===== config.mk =====
export PLATFORM = sky130hd
export DESIGN_NAME = dpc_controller
export DESIGN_NICKNAME = d
export VERILOG_FILES = /design/src/shared/dpc_pkg.sv /design/src/rtl/dpc_controller.sv /design/src/rtl/dpc_term_gen.sv
export SDC_FILE = /design/constraint.sdc
export NUM_CORES = 1
export LEC_CHECK = 0
export BUFFER_PORTS_ARGS = -buffer_cell sky130_fd_sc_hd__clkbuf_2
export CORE_UTILIZATION = 40
export CTS_BUF_LIST = sky130_fd_sc_hd__clkbuf_4 sky130_fd_sc_hd__clkbuf_8 sky130_fd_sc_hd__clkbuf_16
export DETAILED_ROUTE_END_ITERATION = 7
export GPL_TIMING_DRIVEN = 0
export HOLD_SLACK_MARGIN = 0.12
export PLACE_DENSITY = 0.75
export SLEW_MARGIN = 20
export SYNTH_ARGS = -nofsm -noshare
export SYNTH_HDL_FRONTEND = slang
export SYNTH_SLANG_ARGS = --single-unit

===== constraint.sdc =====
create_clock -name hclk -period 2 [get_ports hclk]
set_clock_uncertainty 0.1 [all_clocks]
set_input_delay 0 -clock hclk [delete_from_list [all_inputs] [get_ports hclk]]
set_output_delay 0 -clock hclk [all_outputs]
set_load 0.01 [all_outputs]

===== src/shared/dpc_pkg.sv =====
/*
 * Constants for the custom memory controller that drives the PHY:
 * register map, control word encodings, command pin patterns.
 * Assumes a 50 MHz fabric clock and a 4:1 PHY with four command slots.
 */
package dpc_pkg;

    // ------------------------------------------------------------
    // Register map (byte addresses, one word each)
    // ------------------------------------------------------------
    localparam logic [7:0] CTRL_ADDR = 8'h00;
    localparam logic [7:0] CMD_ADDR = 8'h04;
    localparam logic [7:0] STATUS_ADDR = 8'h08;
    localparam logic [7:0] TEMP_ADDR = 8'h0C;
    localparam logic [7:0] COUNT_ADDR = 8'h10;

    // CTRL fields
    localparam int CTRL_ENABLE_BIT = 0;
    localparam int CTRL_PWRDN_BIT = 1;
    // CMD fields: kind, rank, slot
    localparam int CMD_KIND_LSB = 0;
    localparam int CMD_RANK_BIT = 4;
    localparam int CMD_SLOT_LSB = 8;
    // STATUS fields
    localparam int ST_BUSY_BIT = 0;
    localparam int ST_IDLE_BIT = 1;
    localparam int ST_SAMPLE_BIT = 2;
    localparam int ST_TERM_LSB = 4;
    localparam int ST_PEND_BIT = 8;

    localparam logic [31:0] CTRL_RESET = 32'h0000_0000;

    // ------------------------------------------------------------
    // Command kinds that software may queue
    // ------------------------------------------------------------
    typedef enum logic [2:0] {
        DPC_KIND_READ = 3'h1,
        DPC_KIND_WRITE = 3'h2,
        DPC_KIND_REFRESH = 3'h3,
        DPC_KIND_ZQS = 3'h4
    } dpc_kind_t;

    // ------------------------------------------------------------
    // Control word low bits and burst
    // ------------------------------------------------------------
    localparam logic [2:0] CW_WRITE = 3'h1;
    localparam logic [2:0] CW_READ = 3'h3;
    localparam logic [2:0] CW_NON_DATA = 3'h4;
    localparam logic [3:0] BURST_LEN = 4'h8;
    localparam int SLOTS = 4;
    localparam int RANKS = 2;

    // Pin patterns {cs_n, ras_n, cas_n, we_n}
    localparam logic [3:0] PIN_NOP = 4'h7;
    localparam logic [3:0] PIN_READ = 4'h5;
    localparam logic [3:0] PIN_WRITE = 4'h4;
    localparam logic [3:0] PIN_REFRESH = 4'h1;
    localparam logic [3:0] PIN_ZQ = 4'h6;

    // ------------------------------------------------------------
    // Timing
    // ------------------------------------------------------------
    localparam int CLK_MHZ = 50;
    localparam int TRFC_NS = 160;
    localparam int TRFC_CYC = (TRFC_NS * CLK_MHZ + 999) / 1000;
    localparam int TZQCS_NS = 80;
    localparam int TZQCS_CYC = (TZQCS_NS * CLK_MHZ + 999) / 1000;
    localparam int RD_DRAIN_NS = 200;
    localparam int RD_DRAIN_CYC = (RD_DRAIN_NS * CLK_MHZ + 999) / 1000;

endpackage : dpc_pkg


===== src/rtl/dpc_controller.sv =====
/*
 * Custom memory controller, PHY side duties: issues one control word
 * per fabric cycle with matching command pins, termination per rank,
 * temperature sample enable, idle indication and sensor hand-off.
 * Assumes an AHB-Lite master with single word transfers and a PHY
 * that pulls one command per control word.
 */
module dpc_controller #(
    parameter int ADDR_W = 14,
    parameter int BANK_W = 3
) (
    // AHB-Lite slave
    input wire logic hclk,
    input wire logic hresetn,
    input wire logic hsel,
    input wire logic [31:0] haddr,
    input wire logic [1:0] htrans,
    input wire logic hwrite,
    input wire logic [2:0] hsize,
    input wire logic [31:0] hwdata,
    input wire logic hready,
    output logic [31:0] hrdata,
    output logic hreadyout,
    output logic hresp,
    // PHY control word and command pins
    output logic [31:0] phy_control_word,
    output logic phy_ctl_wren,
    output logic phy_cmd_wren,
    output logic [ADDR_W-1:0] mc_address,
    output logic [BANK_W-1:0] mc_bank,
    output logic mc_cs_n,
    output logic mc_ras_n,
    output logic mc_cas_n,
    output logic mc_we_n,
    output logic [3:0] mc_burst_len,
    output logic [7:0] mc_wr_mask_beats,
    // Termination, idle, temperature
    output logic [1:0] rank_term_request,
    output logic idle,
    output logic tempmon_sample_en,
    output logic [11:0] device_temp,
    output logic data_io_pwrdn_on,
    // PHY status, other clock domains
    input wire logic calib_done,
    input wire logic rd_data_valid
);

    // ------------------------------------------------------------
    // Bus slave
    // ------------------------------------------------------------
    logic wr_pend;
    logic [7:0] wr_addr;
    logic [31:0] ctrl;
    logic [31:0] cmd_reg;
    logic cmd_pending;
    logic take_cmd;
    logic [11:0] temp_reg;
    logic [31:0] issued;
    logic [1:0] calib_sync;
    logic [1:0] rdv_sync;
    logic busy;
    logic [1:0] term_int;
    logic [1:0] write_now;

    wire addr_phase = hsel & hready & htrans[1];

    always_ff @(posedge hclk or negedge hresetn) begin
        if (!hresetn) begin
            wr_pend <= 1'b0;
            wr_addr <= 8'h00;
        end else if (hready) begin
            wr_pend <= addr_phase & hwrite;
            wr_addr <= haddr[7:0];
        end
    end

    // Latched in the address phase, stands until the next read
    always_ff @(posedge hclk or negedge hresetn) begin
        if (!hresetn) begin
            hrdata <= 32'h0000_0000;
        end else if (addr_phase && !hwrite) begin
            unique case (haddr[7:0])
                dpc_pkg::CTRL_ADDR: hrdata <= ctrl;
                dpc_pkg::CMD_ADDR: hrdata <= cmd_reg;
                dpc_pkg::STATUS_ADDR: hrdata <= {23'h000000, cmd_pending, 2'h0,
                                                 rank_term_request, 1'b0,
                                                 tempmon_sample_en, idle, busy};
                dpc_pkg::TEMP_ADDR: hrdata <= {20'h00000, temp_reg};
                dpc_pkg::COUNT_ADDR: hrdata <= issued;
                default: hrdata <= 32'h0000_0000;
            endcase
        end
    end

    // Zero wait states, always OKAY
    always_ff @(posedge hclk or negedge hresetn) begin
        if (!hresetn) begin
            hreadyout <= 1'b1;
            hresp <= 1'b0;
        end else begin
            hreadyout <= 1'b1;
            hresp <= 1'b0;
        end
    end

    // Both registers take their data in the data phase
    always_ff @(posedge hclk or negedge hresetn) begin
        if (!hresetn) begin
            ctrl <= dpc_pkg::CTRL_RESET;
            temp_reg <= 12'h000;
        end else if (wr_pend && wr_addr == dpc_pkg::CTRL_ADDR) begin
            ctrl <= hwdata;
        end else if (wr_pend && wr_addr == dpc_pkg::TEMP_ADDR) begin
            temp_reg <= hwdata[11:0];
        end
    end

    // Command mailbox; a new command while one waits is dropped
    always_ff @(posedge hclk or negedge hresetn) begin
        if (!hresetn) begin
            cmd_reg <= 32'h0000_0000;
            cmd_pending <= 1'b0;
        end else if (wr_pend && wr_addr == dpc_pkg::CMD_ADDR && !cmd_pending) begin
            cmd_reg <= hwdata;
            cmd_pending <= 1'b1;
        end else if (take_cmd) begin
            cmd_pending <= 1'b0;
        end
    end

    // Raw sensor value passed through untouched
    always_ff @(posedge hclk or negedge hresetn) begin
        if (!hresetn) begin
            device_temp <= 12'h000;
            data_io_pwrdn_on <= 1'b0;
        end else begin
            device_temp <= temp_reg;
            data_io_pwrdn_on <= ctrl[dpc_pkg::CTRL_PWRDN_BIT];
        end
    end

    // ------------------------------------------------------------
    // Synchronisers for PHY status
    // ------------------------------------------------------------
    // Both come from the PHY's own clocks
    always_ff @(posedge hclk or negedge hresetn) begin
        if (!hresetn) begin
            calib_sync <= 2'b00;
            rdv_sync <= 2'b00;
        end else begin
            calib_sync <= {calib_sync[0], calib_done};
            rdv_sync <= {rdv_sync[0], rd_data_valid};
        end
    end

    // ------------------------------------------------------------
    // Sequencer
    // ------------------------------------------------------------
    typedef enum logic [2:0] {
        DPC_IDLE,
        DPC_READ_DRAIN,
        DPC_WAIT_CLEAR,
        DPC_MAINT,
        DPC_SAMPLE_GAP
    } dpc_state_t;

    dpc_state_t state;
    // Counts down drain and maintenance spans
    logic [15:0] timer;
    logic is_ref;
    logic [2:0] kind;
    logic rank;
    logic [1:0] slot;

    assign kind = cmd_reg[dpc_pkg::CMD_KIND_LSB +: 3];
    assign rank = cmd_reg[dpc_pkg::CMD_RANK_BIT];
    assign slot = cmd_reg[dpc_pkg::CMD_SLOT_LSB +: 2];
    // Nothing issues before calibration is seen settled
    assign take_cmd = cmd_pending && state == DPC_IDLE && ctrl[dpc_pkg::CTRL_ENABLE_BIT]
                      && calib_sync[1];
    assign busy = state != DPC_IDLE;

    always_ff @(posedge hclk or negedge hresetn) begin
        if (!hresetn) begin
            state <= DPC_IDLE;
            timer <= 16'h0000;
            is_ref <= 1'b0;
        end else begin
            unique case (state)
                DPC_IDLE: begin
                    if (take_cmd) begin
                        if (kind == dpc_pkg::DPC_KIND_READ) begin
                            state <= DPC_READ_DRAIN;
                            timer <= 16'(dpc_pkg::RD_DRAIN_CYC);
                        end else if (kind == dpc_pkg::DPC_KIND_REFRESH ||
                                     kind == dpc_pkg::DPC_KIND_ZQS) begin
                            // Wait for data bus to drain before sampling
                            state <= DPC_WAIT_CLEAR;
                            timer <= 16'(dpc_pkg::RD_DRAIN_CYC);
                            is_ref <= kind == dpc_pkg::DPC_KIND_REFRESH;
                        end
                    end
                end
                // Fixed wait first, then until read-valid has gone
                DPC_READ_DRAIN: begin
                    timer <= timer - 16'h0001;
                    if (timer == 16'h0001 && !rdv_sync[1]) begin
                        state <= DPC_IDLE;
                    end else if (timer == 16'h0001) begin
                        timer <= 16'h0001;
                    end
                end
                DPC_WAIT_CLEAR: begin
                    timer <= timer - 16'h0001;
                    if (timer == 16'h0001) begin
                        state <= DPC_MAINT;
                        timer <= is_ref ? 16'(dpc_pkg::TRFC_CYC) : 16'(dpc_pkg::TZQCS_CYC);
                    end
                end
                DPC_MAINT: begin
                    timer <= timer - 16'h0001;
                    if (timer == 16'h0001) begin
                        state <= DPC_SAMPLE_GAP;
                    end
                end
                DPC_SAMPLE_GAP: state <= DPC_IDLE;
                default: state <= DPC_IDLE;
            endcase
        end
    end

    // Sample enable spans the whole maintenance command, low before next
    always_ff @(posedge hclk or negedge hresetn) begin
        if (!hresetn) begin
            tempmon_sample_en <= 1'b0;
        end else begin
            tempmon_sample_en <= (state == DPC_WAIT_CLEAR && timer == 16'h0001) ||
                                 (state == DPC_MAINT && timer != 16'h0001);
        end
    end

    // Idle drops the cycle after a read is taken, returns when drained
    always_ff @(posedge hclk or negedge hresetn) begin
        if (!hresetn) begin
            idle <= 1'b1;
        end else if (take_cmd && kind == dpc_pkg::DPC_KIND_READ) begin
            idle <= 1'b0;
        end else if (state == DPC_IDLE && !cmd_pending) begin
            idle <= 1'b1;
        end
    end

    // ------------------------------------------------------------
    // Control word stream, one per cycle
    // ------------------------------------------------------------
    always_ff @(posedge hclk or negedge hresetn) begin
        if (!hresetn) begin
            phy_control_word <= 32'h0000_0000;
            phy_ctl_wren <= 1'b0;
            phy_cmd_wren <= 1'b0;
            {mc_cs_n, mc_ras_n, mc_cas_n, mc_we_n} <= dpc_pkg::PIN_NOP;
            mc_address <= '0;
            mc_bank <= '0;
            mc_burst_len <= dpc_pkg::BURST_LEN;
            mc_wr_mask_beats <= 8'h00;
            issued <= 32'h0000_0000;
        end else begin
            // Word and command always written together so queues stay paired
            phy_ctl_wren <= ctrl[dpc_pkg::CTRL_ENABLE_BIT];
            phy_cmd_wren <= ctrl[dpc_pkg::CTRL_ENABLE_BIT];
            mc_burst_len <= dpc_pkg::BURST_LEN;
            mc_address <= cmd_reg[31 -: ADDR_W];
            mc_bank <= cmd_reg[12 +: BANK_W];
            phy_control_word <= {27'h0000000, slot, dpc_pkg::CW_NON_DATA};
            {mc_cs_n, mc_ras_n, mc_cas_n, mc_we_n} <= dpc_pkg::PIN_NOP;
            mc_wr_mask_beats <= 8'h00;
            if (take_cmd) begin
                issued <= issued + 32'h0000_0001;
                unique case (kind)
                    dpc_pkg::DPC_KIND_READ: begin
                        phy_control_word <= {27'h0000000, slot, dpc_pkg::CW_READ};
                        {mc_cs_n, mc_ras_n, mc_cas_n, mc_we_n} <= dpc_pkg::PIN_READ;
                    end
                    dpc_pkg::DPC_KIND_WRITE: begin
                        phy_control_word <= {27'h0000000, slot, dpc_pkg::CW_WRITE};
                        {mc_cs_n, mc_ras_n, mc_cas_n, mc_we_n} <= dpc_pkg::PIN_WRITE;
                        // Chop: still eight beats, upper four masked
                        mc_wr_mask_beats <= cmd_reg[3] ? 8'hF0 : 8'h00;
                    end
                    dpc_pkg::DPC_KIND_REFRESH:
                        {mc_cs_n, mc_ras_n, mc_cas_n, mc_we_n} <= dpc_pkg::PIN_REFRESH;
                    dpc_pkg::DPC_KIND_ZQS:
                        {mc_cs_n, mc_ras_n, mc_cas_n, mc_we_n} <= dpc_pkg::PIN_ZQ;
                    default: ;
                endcase
            end
        end
    end

    // ------------------------------------------------------------
    // Termination per rank
    // ------------------------------------------------------------
    // Write strobe seen combinationally so termination rises with the word
    assign write_now = (take_cmd && kind == dpc_pkg::DPC_KIND_WRITE) ?
                       (rank ? 2'b10 : 2'b01) : 2'b00;

    dpc_term_gen #(
        .RANKS(dpc_pkg::RANKS)
    ) u_term (
        .hclk(hclk),
        .hresetn(hresetn),
        .write_now(write_now),
        .rank_term_request(term_int)
    );

    // Registered so it aligns with the write word; no CWL alignment needed
    always_ff @(posedge hclk or negedge hresetn) begin
        if (!hresetn) begin
            rank_term_request <= 2'b00;
        end else begin
            rank_term_request <= term_int;
        end
    end

endmodule : dpc_controller


===== src/rtl/dpc_term_gen.sv =====
/*
 * Per-rank termination request generator.
 * Assumes write strobes arrive one cycle per control word on hclk.
 */
module dpc_term_gen #(
    parameter int RANKS = 2
) (
    // Clock and reset
    input wire logic hclk,
    input wire logic hresetn,
    // Write in this cycle, per rank
    input wire logic [RANKS-1:0] write_now,
    // Request out
    output logic [RANKS-1:0] rank_term_request
);

    logic [RANKS-1:0] write_prev;

    genvar r;
    generate
        for (r = 0; r < RANKS; r++) begin : g_rank
            always_ff @(posedge hclk or negedge hresetn) begin
                if (!hresetn) begin
                    write_prev[r] <= 1'b0;
                end else begin
                    write_prev[r] <= write_now[r];
                end
            end
            // Held with the write and one cycle after; idle ranks stay low
            assign rank_term_request[r] = write_now[r] | write_prev[r];
        end
    endgenerate

endmodule : dpc_term_gen


==> flow_metrics.env <==
export IMPL_status="finished with violations"
export IMPL_violations="negative setup slack"
export IMPL_worstPathRequired_ns=2.33
export IMPL_clk_latency_ns=0.51
export IMPL_ir_drop_v=0.0007338
export IMPL_ys_types=62
export IMPL_synth_main_ff_cell="dfrtp_1"
export IMPL_hold_class="input pin to flop"
export IMPL_drtIter0Drc=451
export IMPL_relSlewSlack_pct=34.18
export IMPL_numCtsBuffers=25
export IMPL_tritoncts="done"
export IMPL_layout_min_cycle_time_ns=2.086
export IMPL_final_area_um2=13350
export IMPL_pre_cts_ws_ns=-0.7363
export IMPL_syn_avg_cell_area_um2=12.31
export IMPL_async_flop_share_pct=100.0
export IMPL_worstPathMaxFanout=8
export IMPL_synth_edf_count=0
export IMPL_grt_pass1_wl_mm=38.07
export IMPL_final_max_slew_viol_count=0
export IMPL_clock_fmax_mhz=479.4
export IMPL_core_area_um2=23750
export IMPL_clock_sink_count=220
export IMPL_fin_cells=1404
export IMPL_start_util_pct=41.35
export IMPL_power_total_mw=11.42
export IMPL_num_fill_cells=1919
export IMPL_clk_pin_slew_worst_paths_ns=0.06
export IMPL_area_growth_pct=35.95
export IMPL_ios=194
export IMPL_hold_viol_final=0
export IMPL_layout_nets=1146
export IMPL_synth_seq_cells=220
export IMPL_leakage_nw=6.372
export IMPL_grtUsageTotal_pct=19.49
export IMPL_placed_cells=1281
export IMPL_first_global_vias=7013
export IMPL_setup_ws_ns=-0.08607
export IMPL_rsz0062_at_grt="true"
export IMPL_maxCapViolCount=0
export IMPL_ant_nets=0
export IMPL_cts_root_buf="clkbuf_16"
export IMPL_portBuffers=126
export IMPL_antenna_found_initial=0
export IMPL_cp_start_kind="flop"
export IMPL_setup_viol_count_final=48
export IMPL_power_density_nw_per_um2=855.7
export IMPL_via_count=7171
export IMPL_die_area_um2=25180
export IMPL_synth_area_um2=9821
export IMPL_postPlaceCellArea_um2=11080
export IMPL_gp_congestion=0.8635
export IMPL_wl_mm=24.72
export IMPL_drive_gt1_share_pct=43.69
export IMPL_worst_pin_slew_ns=0.9791
export IMPL_drt_wirelength_per_cell_um=17.61
export IMPL_drc_errors=0
export IMPL_vias_per_cell=5.108
export IMPL_syn_instance_count=798
export IMPL_fin_hold_ws_ns=0.1359
export IMPL_regArea_um2=5515
export IMPL_ys_seq_area_share_pct=56.11
export IMPL_antenna_cells=0
export IMPL_die_x_um=158.7
export IMPL_clock_path_buffers=3
export IMPL_arrival_ns=2.41
export IMPL_grt_max_degree=84
export IMPL_cts_max_level=1
export IMPL_dp_hpwl_mm=15.78
export IMPL_die_h_um=158.7
export IMPL_critical_path_class="flop to flop"
export IMPL_globalRoute_totalOverflow=0
export IMPL_ys_warn_count=0
export IMPL_crit_path_end_kind="flop"
export IMPL_rows=56
export IMPL_detail_route_first_pass_iterations=4
export IMPL_multiInputGateArea_um2=4380
export IMPL_fin_crit_sh_pct=104.3
-- layout by cell type (no fill, tap or decap), types with 14 or more instances in the layout --
cell type	count
dfrtp_1	212
clkbuf_2	127
mux2_4	65
buf_4	62
nand2_1	61
mux2_2	52
dlygate4sd3_1	52
conb_1	38
clkbuf_16	28
nor2_1	27
xnor2_1	26
o21ai_2	22
nand3_1	21
a22oi_2	20
a21oi_1	18
o21ai_0	16
clkbuf_1	14
-- synthesized netlist by cell type, types with 4 or more instances --
cell | instances | share of area, %
a21oi_1 | 20 | 1.0
a221oi_1 | 6 | 0.54
a22oi_1 | 12 | 0.92
a22oi_2 | 20 | 2.5
a31oi_1 | 11 | 0.70
and2_1 | 7 | 0.45
and3_1 | 7 | 0.45
buf_1 | 4 | 0.15
buf_2 | 11 | 0.56
buf_4 | 44 | 3.4
clkbuf_1 | 19 | 0.73
dfrtp_1 | 216 | 55
dfstp_2 | 4 | 1.1
inv_1 | 9 | 0.34
mux2_2 | 117 | 13
nand2_1 | 62 | 2.4
nand2b_1 | 7 | 0.45
nand3_1 | 25 | 1.3
nand4_1 | 11 | 0.70
nor2_1 | 30 | 1.1
nor2b_1 | 5 | 0.32
nor3_1 | 12 | 0.61
nor4_1 | 5 | 0.32
nor4_2 | 4 | 0.51
o21ai_0 | 19 | 0.97
o21ai_1 | 7 | 0.36
o21ai_2 | 20 | 1.8
xnor2_1 | 26 | 2.3
xor2_1 | 9 | 0.80
-- cells by family after synthesis --
family / share of synthesized area (%)
muxes: 13.42
adders and majority gates: 0.3823
buffers and inverters: 5.669
and+or+nand+nor: 11.07
other: 0.07647
AOI/OAI and AO/OA: 10.15
DFF: 56.11
xor gates and xnor gates: 3.121
-- report_power, final --
part           internal, mW  switching, mW  total, mW
clock network          2.87           1.79       4.66
logic                 0.826          0.805       1.63
registers              4.77          0.369       5.14
-- final cells by class --
| cell class | count | area share (%) |
|---|---|---|
| clock buffer | 36 | 5.632 |
| sequential | 220 | 41.31 |
| tap | 319 | 2.989 |
| clock inverter | 9 | 0.7872 |
| inverter | 9 | 0.2530 |
| multi-input combinational | 525 | 32.81 |
| timing repair buffer | 209 | 11.55 |
| buffer | 77 | 4.667 |
-- final timing paths --
path / start / end / slack [ns] / cells past startpoint
setup / recovery: state[1] / issued[31] / -0.09 / 7
hold / removal: hsel / hrdata[5] / 0.14 / 5
setup reg to reg: state[1] / issued[31] / -0.09 / 7
hold reg to reg: rdv_sync[0] / rdv_sync[1] / 0.25 / 0
max in group asynchronous: hresetn / cmd_reg[9] / 0.49 / 4
min in group asynchronous: hresetn / timer[12] / 0.50 / 3
-- worst max-delay path, cell delays in order, from the launching register on --
cell and delay (ns):
dfrtp_1 0.39, or3_1 0.39, buf_6 0.13, or3_4 0.34, nor4_4 0.15, buf_6 0.18, and3_4 0.19, xor2_1 0.14
-- stage by stage --
| step | util (%) | setup TNS [ns] |
|---|---|---|
| 2_1_floorplan | - | -0.1756 |
| 3_3_place_gp | 46.36 | -836.70 |
| 3_5_place_dp | 46.63 | -60.57 |
| 4_1_cts | 54.70 | -2.093 |
| 5_1_grt | 56.21 | -5.691 |
| 6_report | 56.21 | -1.327 |
-- metal layers --
metal | global-route usage, % | part of all wire, % | vias to the layer above | wire (µm)
met5 | 0 | 0 | - | 0
met4 | 4.487 | 1.6 | 0 | 403
met3 | 2.586 | 5.1 | 28 | 1256
met2 | 32.62 | 48 | 215 | 11960
met1 | 26.83 | 45 | 3620 | 11110
li1 | - | - | 3308 | -
-- timing repair --
| action | 4_1_cts | 5_1_grt |
|---|---|---|
| resized for setup | 93 | 72 |
| endpoints found under the setup margin | 112 | 120 |
| cloned | 3 | 4 |
| buffers inserted | 17 | 7 |
| hold buffers | 52 | 0 |
| pin swaps | 14 | 20 |
| endpoints found under the hold margin | 315 | 0 |
Power figures use the tool's default switching activity.
